==> config.mk <==
export PLATFORM = sky130hd
export DESIGN_NAME = otx_tx_ctrl
export DESIGN_NICKNAME = d
export VERILOG_FILES = /design/src/logic/otx_pkg.sv /design/src/logic/otx_fifo.sv /design/src/logic/otx_tx_ctrl.sv
export SDC_FILE = /design/constraint.sdc
export NUM_CORES = 1
export LEC_CHECK = 0
export BUFFER_PORTS_ARGS = -buffer_cell sky130_fd_sc_hd__buf_4
export CAP_MARGIN = 5
export CORE_MARGIN = 3
export CORE_UTILIZATION = 29
export DETAILED_ROUTE_END_ITERATION = 10
export GPL_ROUTABILITY_DRIVEN = 0
export PLACE_DENSITY = 0.5
export REMOVE_ABC_BUFFERS = 1
export SLEW_MARGIN = 20
export SYNTH_ARGS = -nofsm -noshare
export SYNTH_HDL_FRONTEND = slang
export SYNTH_SLANG_ARGS = --single-unit
==> constraint.sdc <==
create_clock -name REF_CLK -period 4.29 [get_ports REF_CLK]
set_clock_uncertainty 0.1 [all_clocks]
set_input_delay 0.2145 -clock REF_CLK [delete_from_list [all_inputs] [get_ports REF_CLK]]
set_output_delay 0.2145 -clock REF_CLK [all_outputs]
set_load 0.01 [all_outputs]
==> src/logic/otx_pkg.sv <==
// Package: constants and types for the OOK transmitter state control
package otx_pkg;
	// Reference clock rate
	localparam int unsigned CLK_MHZ = 125;
	// Oscillator start-up and synthesizer tune intervals, microseconds
	localparam int unsigned T_XTAL_US = 400;
	localparam int unsigned T_TUNE_US = 370;
	localparam int unsigned XTAL_CYC = T_XTAL_US * CLK_MHZ;
	localparam int unsigned TUNE_CYC = T_TUNE_US * CLK_MHZ;
	// Stop interval: base plus step per select code, milliseconds
	localparam int unsigned T_MS_US = 1000;
	localparam int unsigned MS_CYC = T_MS_US * CLK_MHZ;
	localparam logic [6:0] STOP_BASE_MS = 7'h14;
	localparam logic [6:0] STOP_STEP_MS = 7'h0a;
	localparam int unsigned STOP_SEL_W = 3;
	// Payload sample period on the data pin, nanoseconds
	localparam int unsigned T_SAMPLE_NS = 1000;
	localparam int unsigned CLK_NS = 8;
	localparam int unsigned SAMPLE_CYC = T_SAMPLE_NS / CLK_NS;
	// Payload buffer shape
	localparam int unsigned FIFO_W = 1;
	localparam int unsigned FIFO_DEPTH = 8;
	// Two-wire command words and the trigger arming reset value
	localparam logic [15:0] CMD_SOFT_RST = 16'hbd01;
	localparam logic [15:0] CMD_SER_DISABLE = 16'h8d02;
	localparam logic [15:0] CMD_SER_RESET = 16'h8d00;
	localparam logic EDGE_ARMED_RST = 1'h1;

	typedef enum logic [1:0] {
		OTX_SLEEP = 2'b00,
		OTX_OSC_STARTUP = 2'b01,
		OTX_TUNE = 2'b10,
		OTX_TRANSMIT = 2'b11
	} otx_state_e;

	typedef struct packed {
		logic trig_rising;
		logic [STOP_SEL_W-1:0] stop_sel;
	} otx_cfg_s;

	typedef struct packed {
		logic osc_en;
		logic synth_en;
		logic pa_en;
	} otx_rf_s;
endpackage

==> src/logic/otx_fifo.sv <==
// Payload buffer: parameterised FIFO with valid/ready on both sides
`timescale 1ns/10ps
module otx_fifo #(
	parameter int unsigned W = 1,
	parameter int unsigned DEPTH = 8
) (
	input wire logic clk,
	input wire logic rst_n,
	input wire logic flush,
	input wire logic in_valid,
	output logic in_ready,
	input wire logic [W-1:0] in_data,
	output logic out_valid,
	input wire logic out_ready,
	output logic [W-1:0] out_data
);
	localparam int unsigned AW = $clog2(DEPTH);
	logic [W-1:0] mem_q [DEPTH];
	logic [AW-1:0] wr_q, wr_d, rd_q, rd_d;
	logic [AW:0] cnt_q, cnt_d;
	logic push, pop;

	assign in_ready = (cnt_q != (AW+1)'(DEPTH));
	assign out_valid = (cnt_q != '0);
	assign out_data = mem_q[rd_q];
	assign push = in_valid & in_ready;
	assign pop = out_valid & out_ready;

	always_comb begin
		wr_d = wr_q;
		rd_d = rd_q;
		cnt_d = cnt_q;
		if (flush) begin
			wr_d = '0;
			rd_d = '0;
			cnt_d = '0;
		end else begin
			if (push)
				wr_d = (wr_q == AW'(DEPTH-1)) ? '0 : wr_q + 1'b1;
			if (pop)
				rd_d = (rd_q == AW'(DEPTH-1)) ? '0 : rd_q + 1'b1;
			cnt_d = cnt_q + (AW+1)'(push) - (AW+1)'(pop);
		end
	end

	always_ff @(posedge clk or negedge rst_n) begin
		if (!rst_n) begin
			wr_q <= '0;
			rd_q <= '0;
			cnt_q <= '0;
		end else begin
			wr_q <= wr_d;
			rd_q <= rd_d;
			cnt_q <= cnt_d;
		end
	end

	// Storage has no reset; only written words are ever read
	always_ff @(posedge clk) begin
		if (push && !flush)
			mem_q[wr_q] <= in_data;
	end
endmodule // otx_fifo

==> src/logic/otx_tx_ctrl.sv <==
// OOK transmitter working-state control driven from the single data pin
`timescale 1ns/10ps
module otx_tx_ctrl #(
	parameter int unsigned XTAL_CYC = otx_pkg::XTAL_CYC,
	parameter int unsigned TUNE_CYC = otx_pkg::TUNE_CYC,
	parameter int unsigned MS_CYC = otx_pkg::MS_CYC,
	parameter int unsigned SAMPLE_CYC = otx_pkg::SAMPLE_CYC,
	parameter int unsigned FIFO_DEPTH = otx_pkg::FIFO_DEPTH
) (
	input wire logic REF_CLK,
	input wire logic RESET_N,
	input wire logic DATA_PIN,
	input wire otx_pkg::otx_cfg_s CFG,
	input wire logic CMD_VALID,
	input wire logic [15:0] CMD_WORD,
	input wire logic MOD_READY,
	output logic DATA_READY,
	output logic MOD_VALID,
	output logic MOD_BIT,
	output otx_pkg::otx_rf_s RF_EN,
	output otx_pkg::otx_state_e STATE,
	output logic CAL_START,
	output logic EDGE_ARMED
);
	import otx_pkg::*;

	////////////////////////////////////////////////////////////////////////////////
	// Helpers

	function automatic logic [6:0] stop_ms(input logic [STOP_SEL_W-1:0] sel);
		stop_ms = STOP_BASE_MS + 7'(sel) * STOP_STEP_MS;
	endfunction

	function automatic otx_rf_s rf_of(input otx_state_e s);
		rf_of.osc_en = (s != OTX_SLEEP);
		rf_of.synth_en = (s == OTX_TUNE) || (s == OTX_TRANSMIT);
		rf_of.pa_en = (s == OTX_TRANSMIT);
	endfunction

	////////////////////////////////////////////////////////////////////////////////
	// State and timers

	otx_state_e state_q, state_d;
	otx_rf_s rf_q, rf_d;
	logic [31:0] timer_q, timer_d;
	logic [31:0] ms_div_q, ms_div_d;
	logic [6:0] low_ms_q, low_ms_d;
	logic [31:0] samp_q, samp_d;
	logic pin_q, edge_armed_q, edge_armed_d, cal_q, cal_d;
	logic trig_edge, soft_rst, ser_dis, ser_rst, stop_hit, samp_tick, ms_tick;
	logic push, flush, tx_exit;

	assign soft_rst = CMD_VALID && (CMD_WORD == CMD_SOFT_RST);
	assign ser_dis = CMD_VALID && (CMD_WORD == CMD_SER_DISABLE);
	assign ser_rst = CMD_VALID && (CMD_WORD == CMD_SER_RESET);
	// Pin is taken synchronous; one register suffices for edge detection
	assign trig_edge = CFG.trig_rising ? (DATA_PIN && !pin_q) : (!DATA_PIN && pin_q);
	assign ms_tick = (ms_div_q == 32'(MS_CYC - 1));
	assign samp_tick = (samp_q == 32'(SAMPLE_CYC - 1));
	assign stop_hit = (state_q == OTX_TRANSMIT) && !DATA_PIN && ms_tick
		&& (low_ms_q + 7'h01 >= stop_ms(CFG.stop_sel));

	always_comb begin
		state_d = state_q;
		timer_d = (timer_q != '0) ? timer_q - 32'h1 : '0;
		edge_armed_d = edge_armed_q;
		cal_d = 1'b0;
		if (ser_rst)
			edge_armed_d = 1'b0;
		else if (ser_dis)
			edge_armed_d = 1'b1;
		if (soft_rst) begin
			// Soft reset wins over every state; serial arming is kept
			state_d = OTX_SLEEP;
			cal_d = 1'b1;
		end else begin
			unique case (state_q)
				OTX_SLEEP: begin
					if (edge_armed_q && trig_edge) begin
						state_d = OTX_OSC_STARTUP;
						timer_d = 32'(XTAL_CYC - 1);
					end
				end
				OTX_OSC_STARTUP: begin
					if (timer_q == '0) begin
						state_d = OTX_TUNE;
						timer_d = 32'(TUNE_CYC - 1);
					end
				end
				OTX_TUNE: begin
					if (timer_q == '0)
						state_d = OTX_TRANSMIT;
				end
				OTX_TRANSMIT: begin
					if (stop_hit)
						state_d = OTX_SLEEP;
				end
			endcase
		end
		rf_d = rf_of(state_d);
	end

	always_ff @(posedge REF_CLK or negedge RESET_N) begin
		if (!RESET_N) begin
			state_q <= OTX_SLEEP;
			rf_q <= '0;
			timer_q <= '0;
			edge_armed_q <= EDGE_ARMED_RST;
			cal_q <= 1'b0;
		end else begin
			state_q <= state_d;
			rf_q <= rf_d;
			timer_q <= timer_d;
			edge_armed_q <= edge_armed_d;
			cal_q <= cal_d;
		end
	end

	////////////////////////////////////////////////////////////////////////////////
	// Low-time measurement and payload sampling

	always_comb begin
		ms_div_d = ms_tick ? '0 : ms_div_q + 32'h1;
		low_ms_d = low_ms_q;
		samp_d = samp_tick ? '0 : samp_q + 32'h1;
		// Any high level restarts the stop measurement from zero
		if (state_q != OTX_TRANSMIT || DATA_PIN) begin
			ms_div_d = '0;
			low_ms_d = '0;
		end else if (ms_tick) begin
			low_ms_d = low_ms_q + 7'h01;
		end
		if (state_q != OTX_TRANSMIT)
			samp_d = '0;
	end

	always_ff @(posedge REF_CLK or negedge RESET_N) begin
		if (!RESET_N) begin
			pin_q <= 1'b0;
			ms_div_q <= '0;
			low_ms_q <= '0;
			samp_q <= '0;
		end else begin
			pin_q <= DATA_PIN;
			ms_div_q <= ms_div_d;
			low_ms_q <= low_ms_d;
			samp_q <= samp_d;
		end
	end

	// Pin level is only taken while transmitting; start-up and tune ignore it
	assign push = (state_q == OTX_TRANSMIT) && samp_tick;
	assign tx_exit = (state_q == OTX_TRANSMIT) && (state_d != OTX_TRANSMIT);
	// Leftover samples are dropped when the amplifier turns off
	assign flush = tx_exit || (state_q != OTX_TRANSMIT);

	otx_fifo #(
		.W(FIFO_W),
		.DEPTH(FIFO_DEPTH)
	) u_fifo (
		.clk(REF_CLK),
		.rst_n(RESET_N),
		.flush(flush),
		.in_valid(push),
		.in_ready(DATA_READY),
		.in_data(DATA_PIN),
		.out_valid(MOD_VALID),
		.out_ready(MOD_READY),
		.out_data(MOD_BIT)
	);

	assign RF_EN = rf_q;
	assign STATE = state_q;
	assign CAL_START = cal_q;
	assign EDGE_ARMED = edge_armed_q;

	////////////////////////////////////////////////////////////////////////////////
	// Checks

	localparam int XTAL_LAST = XTAL_CYC - 1;
	localparam int TUNE_LAST = TUNE_CYC - 1;

	// Dwell counter, independent of the interval timer, so a wrong load shows
	logic [31:0] dwell_q, dwell_d;

	always_comb begin
		dwell_d = (state_d == state_q) ? dwell_q + 32'h1 : '0;
	end

	always_ff @(posedge REF_CLK or negedge RESET_N) begin
		if (!RESET_N)
			dwell_q <= '0;
		else
			dwell_q <= dwell_d;
	end
endmodule // otx_tx_ctrl

==> flow_summary.toml <==
[yosys]
synth_enable_flop_cells = 8
synth-async-reset-ratio = 0.9380
most_instantiated_flip_flop_cell_in_the_synthesis_netlist = "dfrtp_1"
synthesis.yosys.warnings = 0
synth_cells = 733
syn_avg_cell_area_um2 = 9.791
synth_sequential_area_ratio = 0.4555
mappedNetlistArea_um2 = 7177
yosys_register_bits = 129
yosysUniqueCellTypes = 64

[placed_design]
placedCellCount = 1063
placed_cell_area_um2 = 7740
dp_hpwl_um = 10450
io_buffers = 34

[setup_path]
largest_stage_delay_worst_path_ps = 790
crit_path_cell_chain = "ha_1, nand3_1, or2_2, xnor2_1, ha_1, and3_1, o21ai_0, a2111oi_2, nor3_1"
end_kind = "flop"
cp_top_family = "compound AO/OA/AOI/OAI gates"
r2r_end = "u_fifo.mem_q[0]"
type_of_the_setup_path_with_the_least_slack = "reg -> reg"
worstPathMaxFanout = 7
timing.critical_path.buf_inv = 0
setup.reg_to_reg.worst_slack_ps = 1180
worstPathArrival_ps = 3150
crit_end = "u_fifo.mem_q[0]"
cp-start-kind = "flop"
rr_worst_depth = 9
r2r-start = "low_ms_q[0]"
timing.critical_path.slowest_stage_cell = "a2111oi_2"
path_depth = 9
worstPathRequired_ps = 4330
worst_path_most_repeated_cell = "ha_1"
critical_path.startpoint = "low_ms_q[0]"

[timing]
timing.max_slew.rel_slack = 0.3724
min_period_over_period = 0.7258
clock.fmax_mhz = 321.2
unrepaired_setup_endpoints_after_global_routing = "false"
report.final.setup_viol = 0
drv_slew = 0
setup_tns_ps = 0
tightest_slew_ps = 941.4
finalHoldViolCount = 0
final_period_minus_worst_setup_slack_ps = 3114
hold-worst-slack_ps = 13.88

[clocking]
clk_pin_slew_ps = 60
clkLatencyLatePin_ps = 420
numCtsBuffers = 17
clkSinkCount = 129
cts_tree = "yes"
ctsResizeCount = 0
cts-root-to-sink-buffers = 2
cts_max_level = 4
cts_root_buffer = "clkbuf_16"

[routing]
ant_nets = 0
routed-via-count = 5341
detailedRoute.firstIterationViolations = 272
detail_route.wl_per_cell_um = 14.34
post-route-drc-count = 0
wl_um = 15740
vias_per_cell = 4.864
detailedRoute.firstPassIterationCount = 5

[finish]
drive_above_1_share = 0.1399
n_fill_cell = 2423
post_route_insts_no_fill = 1098
layout-area-overhead-vs-synth_pct = 17.21
antenna_cells_inserted = 0
layout.area.seq_um2 = 3269
layout.nets = 818
final_cell_mix = "dfrtp_1 (120), nor2_1 (100), xnor2_1 (54), xor2_1 (45), buf_4 (39)"
multiInputGateArea_um2 = 3686
post_layout_inst_area_um2 = 8412
final_core_util = 0.3521
layout_commonest_cell = "dfrtp_1"

[pwr]
total_leakage_power_uw = 0.003302
power_per_cell_area_nw_per_um2 = 381.5
vdd_drop_max_v = 0.0002235

[grt]
met3_grt_util = 0.02917
globalRoute.totalOverflow = 0
globalRouteMet2Util = 0.1978
grt_start_max_net_pins = 99
grtUsageTotal = 0.1259
global_route.usage.met1 = 0.1738
global_route.peak_usage_layer = "met2"
antenna_violations_before_repair = 0
number_of_global_route_vias_before_repair = 5445
grt_first_pass_wirelength_um = 27500

[die]
rows = 56
design.portCount = 35
initial_utilization = 0.3004
floorplan.core_area_um2 = 23890
die_x_um = 163.3
design.die.area_um2 = 26670
floorplan.die.height_um = 163.3

[min_path]
hold_path_depth = 3
worst_hold_path_type = "in -> reg"

[flow_run]
max-cap-violations = 0

[status]
run_status = "completed"
==> layout make-up <==
type                    instances  share of cell area
clock buffers                  20             0.05563
clock inverters                11             0.01800
inverters                      25             0.01116
multi-input cells             550              0.4382
flip-flops and latches        129              0.3887
well taps                     319             0.04745
repair buffers                 44             0.04090
==> metrics by stage <==
stage | total power, µW | setup slack, ps
after floorplan | 1562 | 1503
after global placement | 1697 | 1221
after detailed placement | 1701 | 1180
after CTS | 3257 | 1159
after global routing | 3375 | 856.0
final | 3209 | 1176
==> worst reg2reg max path: cells and delay by family (launching register included) <==
kind | cells | cell delay [ps]
AO/OA/AOI/OAI | 2 | 890
XOR/XNOR | 1 | 140
adder cells (fa/ha/maj) | 2 | 510
flip-flops | 1 | 400
AND/OR/NAND/NOR | 4 | 790
==> kinds of logic (layout without fill, tap and decap cells) <==
logic type,Yosys count,in the layout,share of synthesized area
buffers and inverters,54,100,0.03312
muxes,4,4,0.009239
and+or+nand+nor,364,364,0.2814
adders and majority gates,26,26,0.04637
DFF,129,129,0.4555
AOI/OAI and AO/OA,57,57,0.05352
xor gates and xnor gates,99,99,0.1208
==> registers in the layout, summed over array words and instances (netlist names) <==
signal	count
CAL_START	1
EDGE_ARMED	1
RF_EN	3
STATE	2
low_ms_q	7
ms_div_q	32
pin_q	1
samp_q	32
timer_q	32
u_fifo.cnt_q	4
u_fifo.mem_q	8
u_fifo.rd_q	3
u_fifo.wr_q	3
==> routing by layer <==
layer,routed length [µm],vias to the layer above,share of wire
li1,-,2686,-
met1,7825,2599,0.50
met2,7353,42,0.47
met3,364,14,0.023
met4,196,0,0.012
met5,0,-,0
==> how the worst min path moves through the flow <==
stage                  from          to  slack [ps]
2_1_floorplan       RESET_N   CAL_START        -180
3_3_place_gp        RESET_N   samp_q[9]         310
3_5_place_dp        RESET_N  samp_q[23]         310
4_1_cts        CMD_WORD[13]  EDGE_ARMED           5
5_1_grt         CMD_WORD[0]  EDGE_ARMED          60
6_report       CMD_WORD[13]  EDGE_ARMED          10
==> where the power goes <==
part | internal [µW] | switching (µW)
sequential | 1290 | 66.4
combinational | 131 | 194
clock | 967 | 565
total | 2380 | 826
==> synthesized netlist by cell type, drive strengths merged (4+ instances only) <==
cell / count / share of area
a211oi: 5 / 0.0052
a21oi: 14 / 0.010
and2: 4 / 0.0035
and3: 10 / 0.0087
and4: 7 / 0.0085
buf: 11 / 0.011
clkbuf: 18 / 0.0094
dfrtp: 120 / 0.42
edfxtp: 8 / 0.033
ha: 25 / 0.044
inv: 25 / 0.013
nand2: 36 / 0.021
nand3: 32 / 0.022
nand3b: 6 / 0.0063
nand4: 31 / 0.027
nand4b: 6 / 0.0073
nor2: 110 / 0.061
nor3: 37 / 0.027
nor4: 40 / 0.035
nor4b: 8 / 0.012
o21ai: 19 / 0.015
or2: 6 / 0.0052
or3: 8 / 0.0070
or4: 6 / 0.0068
xnor2: 54 / 0.066
xor2: 45 / 0.055
==> repair_timing <==
item,4_1_cts,5_1_grt
buffers inserted,0,0
hold endpoints to repair,106,0
hold buffers,4,0
Power figures use the tool's default switching activity.
